`src/design/mdp_consts.svh`:
```
`ifndef MDP_CONSTS_SVH
`define MDP_CONSTS_SVH

// ****************************************
// register byte offsets
// ****************************************
`define MDP_OFS_CTRL 8'h00
`define MDP_OFS_STATUS 8'h04
`define MDP_OFS_ACC_HIGH 8'h08
`define MDP_OFS_ACC_LOW 8'h0C
`define MDP_OFS_OPND_A 8'h10
`define MDP_OFS_OPND_B 8'h14
`define MDP_OFS_CMD 8'h18
`define MDP_OFS_STORE 8'h1C

// ****************************************
// control word fields
// ****************************************
`define MDP_CTRL_RESET 16'h0000
`define MDP_CTRL_MP_BIT 10
`define MDP_CTRL_MS_BIT 9

// ****************************************
// status word fields
// ****************************************
`define MDP_ST_N_BIT 8
`define MDP_ST_Z_BIT 9
`define MDP_ST_C_BIT 10
`define MDP_ST_SV_BIT 11
`define MDP_ST_E_BIT 12
`define MDP_ST_SL_BIT 13
`define MDP_ST_V_BIT 14

// ****************************************
// command word fields
// ****************************************
`define MDP_CMD_OP_LSB 0
`define MDP_CMD_OP_W 4
`define MDP_CMD_ASGN_BIT 4
`define MDP_CMD_BSGN_BIT 5
`define MDP_CMD_RND_BIT 6
`define MDP_CMD_CSCL_BIT 7
`define MDP_CMD_SDIR_BIT 8
`define MDP_CMD_SAMT_LSB 9
`define MDP_CMD_SAMT_W 5

// ****************************************
// arithmetic constants
// ****************************************
`define MDP_SHIFT_MAX 16
`define MDP_RND_ADD 40'h0000008000
`define MDP_SAT_POS 40'h007FFFFFFF
`define MDP_SAT_NEG 40'hFF80000000
`define MDP_LIM_POS 16'h7FFF
`define MDP_LIM_NEG 16'h8000

`endif

```
`src/design/mdp_pkg.sv`:
```
package mdp_pkg;

	typedef enum logic [3:0] {
		MDP_OP_NOP,
		MDP_OP_MUL,
		MDP_OP_MAC,
		MDP_OP_MSUB,
		MDP_OP_CADD,
		MDP_OP_CSUB,
		MDP_OP_LOAD,
		MDP_OP_SHIFT,
		MDP_OP_STORE
	} mdp_op_t;

	typedef struct packed {
		logic mp;
		logic ms;
		logic [39:0] acc;
		logic f_n;
		logic f_z;
		logic f_c;
		logic f_sv;
		logic f_e;
		logic f_sl;
		logic f_v;
		logic [15:0] opa;
		logic [15:0] opb;
		logic [15:0] store;
		logic ack;
		logic [31:0] rdata;
	} mdp_state_t;

endpackage

```
`src/design/mdp_acc_shifter.sv`:
```
`timescale 1ns/10ps
module mdp_acc_shifter #(
	parameter int SHIFT_MAX = 16
) (
	input wire logic [39:0] d_i,
	input wire logic left_i,
	input wire logic [4:0] amt_i,
	output logic [39:0] q_o,
	output logic lost_o
);
	// ****************************************
	// arithmetic left/right shift, 0..SHIFT_MAX
	// ****************************************
	// refused at elaboration: the 56-bit window only covers 16 places
	if (SHIFT_MAX < 1 || SHIFT_MAX > 16) begin : g_bad_shift_max
		$error("mdp_acc_shifter: SHIFT_MAX out of range");
	end

	logic [55:0] ext;
	logic [55:0] wide;

	always_comb begin
		ext = {{16{d_i[39]}}, d_i};
		wide = ext << amt_i;
		if (amt_i == 5'h00) begin
			q_o = d_i;
			lost_o = 1'b0;
		end else if (left_i) begin
			q_o = wide[39:0];
			// significant bits pushed past bit 39
			lost_o = !((&wide[55:39]) || (~|wide[55:39]));
		end else begin
			q_o = 40'($signed(d_i) >>> amt_i);
			lost_o = 1'b0;
		end
	end
endmodule // mdp_acc_shifter

```
`src/design/mdp_mac_datapath.sv`:
```
// Chosen here: the placing of the registers and the Wishbone interface to the registers.
`timescale 1ns/10ps
`include "mdp_consts.svh"
// How it works
// [RQ1] operands are two's complement, msb is the sign
// [RQ2] unsigned operands only for multiply and mac, chosen per operand
// [RQ3] fractional 1.15 operands supported when product shift enable is set
// [RQ4] rounding adds 0x8000 to the 40-bit result then clears low word
// [RQ5] 16x16 signed/unsigned multiply completes in one cycle
// [RQ6] product is always delivered as a signed value
// [RQ7] two 16-bit operands joined to 32 bits, combined with accumulator
// [RQ8] joined 32-bit operand can preload the accumulator
// [RQ9] scaler shifts joined operand or product left one bit
// [RQ10] product shift enable plus both signed shifts product left one
// [RQ11] adder takes shifted accumulator and sign-extended scaler operand
// [RQ12] saturation enable saturates accumulator to 32 bits after each op; load and right shifts are never saturated
// [RQ13] saturation loads 0x007FFFFFFF or 0xFF80000000 by overflow direction
// [RQ14] limited view: unchanged if extension clear, else 7FFF or 8000
// [RQ15] limiting leaves accumulator and status untouched; store only
// [RQ16] accumulator shifter: 40 in, 40 out, none or up to 16 arith
// [RQ17] left shifts update extension, sticky flags, saturate like adder
// [RQ18] accumulator is extension byte over high and low words
// [RQ19] extension flag set when top nine bits differ
// [RQ20] writing high word clears low word and sign-fills extension
// [RQ21] rounding happens before saturation
// [RQ22] negative flag is the accumulator's bit 39
module mdp_mac_datapath
	import mdp_pkg::*;
(
	input wire logic core_clk_i,
	input wire logic rstn_i,
	input wire logic wb_cyc_i,
	input wire logic wb_stb_i,
	input wire logic wb_we_i,
	input wire logic [7:0] wb_adr_i,
	input wire logic [31:0] wb_dat_i,
	input wire logic [3:0] wb_sel_i,
	output logic [31:0] wb_dat_o,
	output logic wb_ack_o
);

	// ****************************************
	// helpers
	// ****************************************
	function automatic logic [15:0] merge16(input logic [15:0] old,
			input logic [31:0] dat, input logic [3:0] sel);
		logic [15:0] r;
		r = old;
		if (sel[0]) begin
			r[7:0] = dat[7:0];
		end
		if (sel[1]) begin
			r[15:8] = dat[15:8];
		end
		return r;
	endfunction

	function automatic logic ext_used(input logic [39:0] v);
		return !((&v[39:31]) || (~|v[39:31])); // RQ19
	endfunction

	mdp_state_t st;
	mdp_state_t next_st;

	// ****************************************
	// bus qualifiers
	// ****************************************
	logic req;
	logic wr;
	logic [31:0] cmd;
	mdp_op_t op;
	logic a_sgn;
	logic b_sgn;
	logic rnd;
	logic cscl;
	logic sh_left;
	logic [4:0] sh_amt;

	assign req = wb_cyc_i && wb_stb_i;
	// write lands at the edge where the master sees ack
	assign wr = req && wb_we_i && st.ack;
	assign cmd = wb_dat_i;
	assign a_sgn = cmd[`MDP_CMD_ASGN_BIT];
	assign b_sgn = cmd[`MDP_CMD_BSGN_BIT];
	assign rnd = cmd[`MDP_CMD_RND_BIT];
	assign cscl = cmd[`MDP_CMD_CSCL_BIT];
	assign sh_left = !cmd[`MDP_CMD_SDIR_BIT];

	always_comb begin
		op = MDP_OP_NOP;
		if (wr && wb_adr_i == `MDP_OFS_CMD) begin
			if (cmd[`MDP_CMD_OP_LSB +: `MDP_CMD_OP_W] <= 4'h8) begin
				op = mdp_op_t'(cmd[`MDP_CMD_OP_LSB +: `MDP_CMD_OP_W]);
			end
		end
		sh_amt = cmd[`MDP_CMD_SAMT_LSB +: `MDP_CMD_SAMT_W];
		// counts past the shifter's reach are clamped, not refused
		if (sh_amt > 5'(`MDP_SHIFT_MAX)) begin
			sh_amt = 5'(`MDP_SHIFT_MAX);
		end
	end

	// ****************************************
	// multiplier and scaler
	// ****************************************
	logic signed [33:0] prod;
	logic [39:0] prod_op;
	logic [39:0] cat_op;

	always_comb begin
		// per-operand sign extension picks the interpretation
		prod = $signed({a_sgn & st.opa[15], st.opa}) *
			$signed({b_sgn & st.opb[15], st.opb}); // RQ2 RQ5
		prod_op = {{6{prod[33]}}, prod}; // RQ6
		if (st.mp && a_sgn && b_sgn) begin
			prod_op = {prod_op[38:0], 1'b0}; // RQ3 RQ9 RQ10
		end
		cat_op = {{8{st.opb[15]}}, st.opb, st.opa}; // RQ1 RQ7
		if (cscl) begin
			cat_op = {cat_op[38:0], 1'b0}; // RQ9
		end
	end

	// ****************************************
	// accumulator shifter
	// ****************************************
	logic [39:0] sh_q;
	logic sh_lost;

	mdp_acc_shifter #(
		.SHIFT_MAX(`MDP_SHIFT_MAX)
	) u_shifter (
		.d_i(st.acc),
		.left_i(sh_left),
		.amt_i(sh_amt),
		.q_o(sh_q),
		.lost_o(sh_lost)
	); // RQ16

	// ****************************************
	// adder/subtracter, round, saturate
	// ****************************************
	logic [39:0] fb;
	logic [39:0] opnd;
	logic sub;
	logic [40:0] sum41;
	logic [40:0] usum;
	logic [39:0] res;
	logic ovf;
	logic carry;
	logic sat;
	logic sat_neg;
	logic arith;

	always_comb begin
		arith = 1'b1;
		sub = 1'b0;
		fb = sh_q; // RQ11
		opnd = prod_op;
		case (op)
			MDP_OP_MUL: begin
				fb = 40'h0000000000;
			end
			MDP_OP_MAC: begin
				sub = 1'b0;
			end
			MDP_OP_MSUB: begin
				sub = 1'b1;
			end
			MDP_OP_CADD: begin
				opnd = cat_op;
			end
			MDP_OP_CSUB: begin
				opnd = cat_op;
				sub = 1'b1;
			end
			default: begin
				arith = 1'b0;
			end
		endcase
		if (sub) begin
			sum41 = {fb[39], fb} - {opnd[39], opnd};
			usum = {1'b0, fb} - {1'b0, opnd};
		end else begin
			sum41 = {fb[39], fb} + {opnd[39], opnd}; // RQ7 RQ11
			usum = {1'b0, fb} + {1'b0, opnd};
		end
		ovf = sum41[40] ^ sum41[39];
		carry = usum[40];
		res = sum41[39:0];
		sat_neg = sum41[40];
		if (rnd) begin
			res = res + `MDP_RND_ADD; // RQ4 RQ21
			res[15:0] = 16'h0000; // RQ4
			sat_neg = ovf ? sum41[40] : res[39];
		end else if (!ovf) begin
			sat_neg = res[39];
		end
		if (op == MDP_OP_SHIFT) begin
			res = sh_q;
			ovf = sh_lost; // RQ17
			carry = 1'b0;
			sat_neg = sh_lost ? st.acc[39] : sh_q[39];
		end
		// a wrapped 40-bit sum has lost its sign, so ovf steers direction
		sat = st.ms && (ovf || ext_used(res)) &&
			(arith || (op == MDP_OP_SHIFT && sh_left)); // RQ12 RQ17
		if (sat) begin
			res = sat_neg ? `MDP_SAT_NEG : `MDP_SAT_POS; // RQ13
		end
	end

	// ****************************************
	// data limiter
	// ****************************************
	logic [15:0] limited;

	always_comb begin
		if (!st.f_e) begin
			limited = st.acc[31:16]; // RQ14
		end else if (!st.acc[39]) begin
			limited = `MDP_LIM_POS; // RQ14 RQ22
		end else begin
			limited = `MDP_LIM_NEG; // RQ14 RQ22
		end
	end

	// ****************************************
	// read mux
	// ****************************************
	logic [15:0] status_word;
	logic [15:0] ctrl_word;
	logic [31:0] rd;

	always_comb begin
		status_word = 16'h0000;
		status_word[7:0] = st.acc[39:32]; // RQ18
		status_word[`MDP_ST_N_BIT] = st.f_n;
		status_word[`MDP_ST_Z_BIT] = st.f_z;
		status_word[`MDP_ST_C_BIT] = st.f_c;
		status_word[`MDP_ST_SV_BIT] = st.f_sv;
		status_word[`MDP_ST_E_BIT] = st.f_e;
		status_word[`MDP_ST_SL_BIT] = st.f_sl;
		status_word[`MDP_ST_V_BIT] = st.f_v;
		ctrl_word = `MDP_CTRL_RESET;
		ctrl_word[`MDP_CTRL_MP_BIT] = st.mp;
		ctrl_word[`MDP_CTRL_MS_BIT] = st.ms;
		rd = 32'h00000000;
		if (wb_adr_i == `MDP_OFS_CTRL) begin
			rd[15:0] = ctrl_word;
		end else if (wb_adr_i == `MDP_OFS_STATUS) begin
			rd[15:0] = status_word;
		end else if (wb_adr_i == `MDP_OFS_ACC_HIGH) begin
			rd[15:0] = st.acc[31:16];
		end else if (wb_adr_i == `MDP_OFS_ACC_LOW) begin
			rd[15:0] = st.acc[15:0];
		end else if (wb_adr_i == `MDP_OFS_OPND_A) begin
			rd[15:0] = st.opa;
		end else if (wb_adr_i == `MDP_OFS_OPND_B) begin
			rd[15:0] = st.opb;
		end else if (wb_adr_i == `MDP_OFS_STORE) begin
			rd[15:0] = st.store; // RQ15
		end
	end

	// ****************************************
	// next state
	// ****************************************
	logic [15:0] hw;
	logic [15:0] sw;

	always_comb begin
		next_st = st;
		hw = 16'h0000;
		sw = 16'h0000;
		// single-cycle ack; drops the cycle after it was given
		next_st.ack = req && !st.ack;
		if (req && !st.ack) begin
			next_st.rdata = rd;
		end
		if (wr) begin
			if (wb_adr_i == `MDP_OFS_CTRL) begin
				if (wb_sel_i[1]) begin
					next_st.mp = wb_dat_i[`MDP_CTRL_MP_BIT];
					next_st.ms = wb_dat_i[`MDP_CTRL_MS_BIT];
				end
			end else if (wb_adr_i == `MDP_OFS_STATUS) begin
				sw = merge16(status_word, wb_dat_i, wb_sel_i);
				next_st.acc[39:32] = sw[7:0];
				next_st.f_n = sw[`MDP_ST_N_BIT];
				next_st.f_z = sw[`MDP_ST_Z_BIT];
				next_st.f_c = sw[`MDP_ST_C_BIT];
				next_st.f_sv = sw[`MDP_ST_SV_BIT];
				next_st.f_e = sw[`MDP_ST_E_BIT];
				next_st.f_sl = sw[`MDP_ST_SL_BIT];
				next_st.f_v = sw[`MDP_ST_V_BIT];
			end else if (wb_adr_i == `MDP_OFS_ACC_HIGH) begin
				hw = merge16(st.acc[31:16], wb_dat_i, wb_sel_i);
				next_st.acc = {{8{hw[15]}}, hw, 16'h0000}; // RQ20
			end else if (wb_adr_i == `MDP_OFS_ACC_LOW) begin
				next_st.acc[15:0] = merge16(st.acc[15:0], wb_dat_i,
					wb_sel_i);
			end else if (wb_adr_i == `MDP_OFS_OPND_A) begin
				next_st.opa = merge16(st.opa, wb_dat_i, wb_sel_i);
			end else if (wb_adr_i == `MDP_OFS_OPND_B) begin
				next_st.opb = merge16(st.opb, wb_dat_i, wb_sel_i);
			end
		end
		if (arith || op == MDP_OP_SHIFT) begin
			next_st.acc = res;
			next_st.f_e = ext_used(res); // RQ19 RQ17
			next_st.f_n = res[39]; // RQ22
			next_st.f_z = (res == 40'h0000000000);
			next_st.f_c = carry;
			next_st.f_v = ovf;
			// sticky: an operation can only set them; a status write sets or clears them
			next_st.f_sv = st.f_sv | ovf; // RQ17
			next_st.f_sl = st.f_sl | sat; // RQ17
		end else if (op == MDP_OP_LOAD) begin
			next_st.acc = cat_op; // RQ8
			next_st.f_e = ext_used(cat_op);
			next_st.f_n = cat_op[39];
			next_st.f_z = (cat_op == 40'h0000000000);
			next_st.f_c = 1'b0;
			next_st.f_v = 1'b0;
		end else if (op == MDP_OP_STORE) begin
			// accumulator and flags deliberately left alone
			next_st.store = limited; // RQ15
		end
	end

	// ****************************************
	// state register
	// ****************************************
	always_ff @(posedge core_clk_i) begin
		if (!rstn_i) begin
			st <= '0;
		end else begin
			st <= next_st;
		end
	end

	assign wb_ack_o = st.ack;
	assign wb_dat_o = st.rdata;

endmodule // mdp_mac_datapath

```
`config.mk`:
```
export PLATFORM = sky130hd
export DESIGN_NAME = mdp_mac_datapath
export DESIGN_NICKNAME = d
export VERILOG_FILES = /design/src/design/mdp_pkg.sv /design/src/design/mdp_acc_shifter.sv /design/src/design/mdp_mac_datapath.sv
export VERILOG_INCLUDE_DIRS = /design/src /design/src/design
export SDC_FILE = /design/constraint.sdc
export NUM_CORES = 2
export LEC_CHECK = 0
export ABC_CLOCK_PERIOD_IN_PS = 17400
export BUFFER_PORTS_ARGS = -buffer_cell sky130_fd_sc_hd__buf_2
export CORE_MARGIN = 3
export CORE_UTILIZATION = 60
export CTS_BUF_LIST = sky130_fd_sc_hd__clkbuf_8
export DETAILED_ROUTE_END_ITERATION = 6
export GPL_TIMING_DRIVEN = 0
export PLACE_DENSITY = 0.78
export SLEW_MARGIN = 40
export SYNTH_ARGS = -nofsm -noshare
export SYNTH_HDL_FRONTEND = slang
export SYNTH_SLANG_ARGS = --single-unit
```
`constraint.sdc`:
```
create_clock -name core_clk_i -period 17.4 [get_ports core_clk_i]
set_clock_uncertainty 0.1 [all_clocks]
set_input_delay 2.61 -clock core_clk_i [delete_from_list [all_inputs] [get_ports core_clk_i]]
set_output_delay 2.61 -clock core_clk_i [all_outputs]
set_load 0.02 [all_outputs]
```
==> results.cfg <==
[setup_path]
crit_path_start_kind = primary input
r2r_setup_slack_ps = 2110
arrival_ps = 17020
crit_fanout = 10
worst_path_max_delay_cell = o211ai_1
reg2regPathDepth = 46
path_common_cell = fa_1
cpPeakStageDelay_ps = 610
worstSetupPathType = primary input to register
end_kind = register
cp.required_ps = 17630

[drt]
drt_iter0_markers = 5440
vias = 31500
routed_wl_um = 127000
ant_nets = 0
firstDrtPassIters = 7
avgRoutedWirePerCell_um = 28.0
vias_per_cell = 6.93
drc = 136

[grt]
first_global_vias = 30100
antenna_found_initial = 6
grt_max_degree = 17
grt_usage = 0.496
grt_pass1_wl_um = 188000
grt_overflow = 0

[final_layout]
multi_input_area_um2 = 24000
layout_commonest_cell = nand2_1
register_area_um2 = 2280
fillers = 4098
layout.nets = 4401
finish.utilization = 0.647
area_delta_synth_final_pct = 5.49
drive_gt1_frac = 0.0680
layout.cells.most_common_list = 500 x nand2_1, 344 x inv_1, 296 x fa_1

[cts]
cts_setup_buffers = 0
cts_resized = 0
cts.clk_slew.worst_paths_ps = 70
htreeDepth = 4
tritoncts = yes
numCtsBuffers = 17
ctsHoldBuffers = 0
clk_latency_ps = 480
clock_sinks = 114
clock_path_buffers = 2
cts_root_buffer = clkbuf_8

[pwr]
power.total_mw = 0.956
p_per_area_nw_per_um2 = 31.5
vdd_drop_max_mv = 0.0348
leakagePower_nw = 13.8

[sta]
rsz0062_at_grt = no
tightest_slew_ps = 1020
fin_tns_setup_ps = 0
fin_crit_ps = 16790
finalCritPeriodShare = 0.965
hold_viol = 0
report.final.slew_viol_count = 0
max_freq_ghz = 0.0596
slew_headroom = 0.321
finalSetupViolations = 0

[logic_synthesis]
synth_edf_count = 0
synth_cell_types = 100
synth_area_um2 = 28800
yosys_register_bits = 114
synthCells = 3851
avgSynthCellArea_um2 = 7.48
ys_warn_count = 0
synthFlopType = dfxtp_1
yosysSeqAreaShare = 0.0793
synthArstFlopShare = 0

[place]
port-buffer-count = 39
hpwl_um = 103000
place_congestion = 1.10

[floorplanning]
chipWidth_um = 225
start_util = 0.613
coreArea_um2 = 47000
die_h_um = 225
die_area_um2 = 50600
num_rows = 79
ios = 82

[status]
status = finished, violations left
failed_checks = DRC

[hold_path]
hold_path_class = register to register
worstHoldPathCells = 2

[flow_run]
drv_cap = 0
## worst max-delay path, delay by kind of cell
| family | cells | cell delay, ps |
|---|---|---|
| XOR/XNOR | 3 | 890 |
| buffers and inverters | 12 | 2610 |
| AO/OA/AOI/OAI | 11 | 3290 |
| AND/OR/NAND/NOR | 14 | 3910 |
| multiplexers | 1 | 130 |
| adder cells (fa/ha/maj) | 8 | 3570 |
## registers in the layout (all words and copies together), names as in the netlist
name,flops
wb_ack_o,1
st,95
ctrl_word,2
wb_dat_o,16
## metrics by stage
stage                     area, um2  std cells  worst slack, ps  hold slack [ps]
after global placement        29800       4512              538              354
after CTS                     30300       4545             1090              372
after detailed placement      29900       4513              641              358
after global routing          30400       4546             64.3              389
final                         30400       4550              610              371
after floorplan               28800       3866             3440              337
## Yosys cell counts, drive strengths merged (36+ instances only)
cell    number  share of area
nand2b      50          0.011
nand3       86          0.015
mux2i      208          0.072
nand2      501          0.065
fa         297           0.21
dfxtp      114          0.079
a211oi      51          0.014
xnor2       75          0.023
nor2       274          0.036
xor2        36          0.011
inv        344          0.045
o211ai      45          0.012
and2       151          0.033
mux2        48          0.019
nor3        57         0.0099
a31oi       49          0.011
clkbuf     229          0.030
buf         92          0.018
and3        37         0.0080
ha         129          0.056
o21ai      212          0.037
a21oi      265          0.047
nor2b       48          0.010
## routing by layer
layer	GRT usage	up-vias	routed length, um
met5	0	-	60
met1	0.668	14900	47900
li1	-	13400	-
met4	0.218	8	7310
met2	0.677	2707	49200
met3	0.233	572	22900
## cell families (layout without fill, tap and decap cells)
group                      after synthesis  count (layout)  synth area share
adders and majority gates              426             426             0.263
muxes                                  269             269             0.101
and+or+nand+nor                       1359            1359             0.228
buffers and inverters                  666             739            0.0925
other                                    1              20          0.000130
AOI/OAI and AO/OA                      905             905             0.203
xor gates and xnor gates               111             111            0.0338
DFF                                    114             114            0.0793
## layout make-up
cell class	count	share of cell area
multi-input combinational	3086	0.789
timing repair buffer	41	0.00692
buffer	321	0.0459
antenna	4	0.000330
clock buffer	17	0.00770
tap	607	0.0250
sequential	114	0.0751
inverter	345	0.0426
clock inverter	15	0.00766
## final timing paths
path,to,startpoint
setup reg to reg,st[117],st[64]
setup / recovery,st[117],wb_dat_i[4]
hold reg to reg,st[40],st[40]
hold / removal,st[40],st[40]
## power breakdown
| part | switching, mW | internal (mW) |
|---|---|---|
| Sequential | 0.00142 | 0.263 |
| Combinational | 0.258 | 0.125 |
| Clock | 0.136 | 0.172 |
| Total | 0.395 | 0.561 |
No activity file was read; power rests on OpenSTA's default activity.
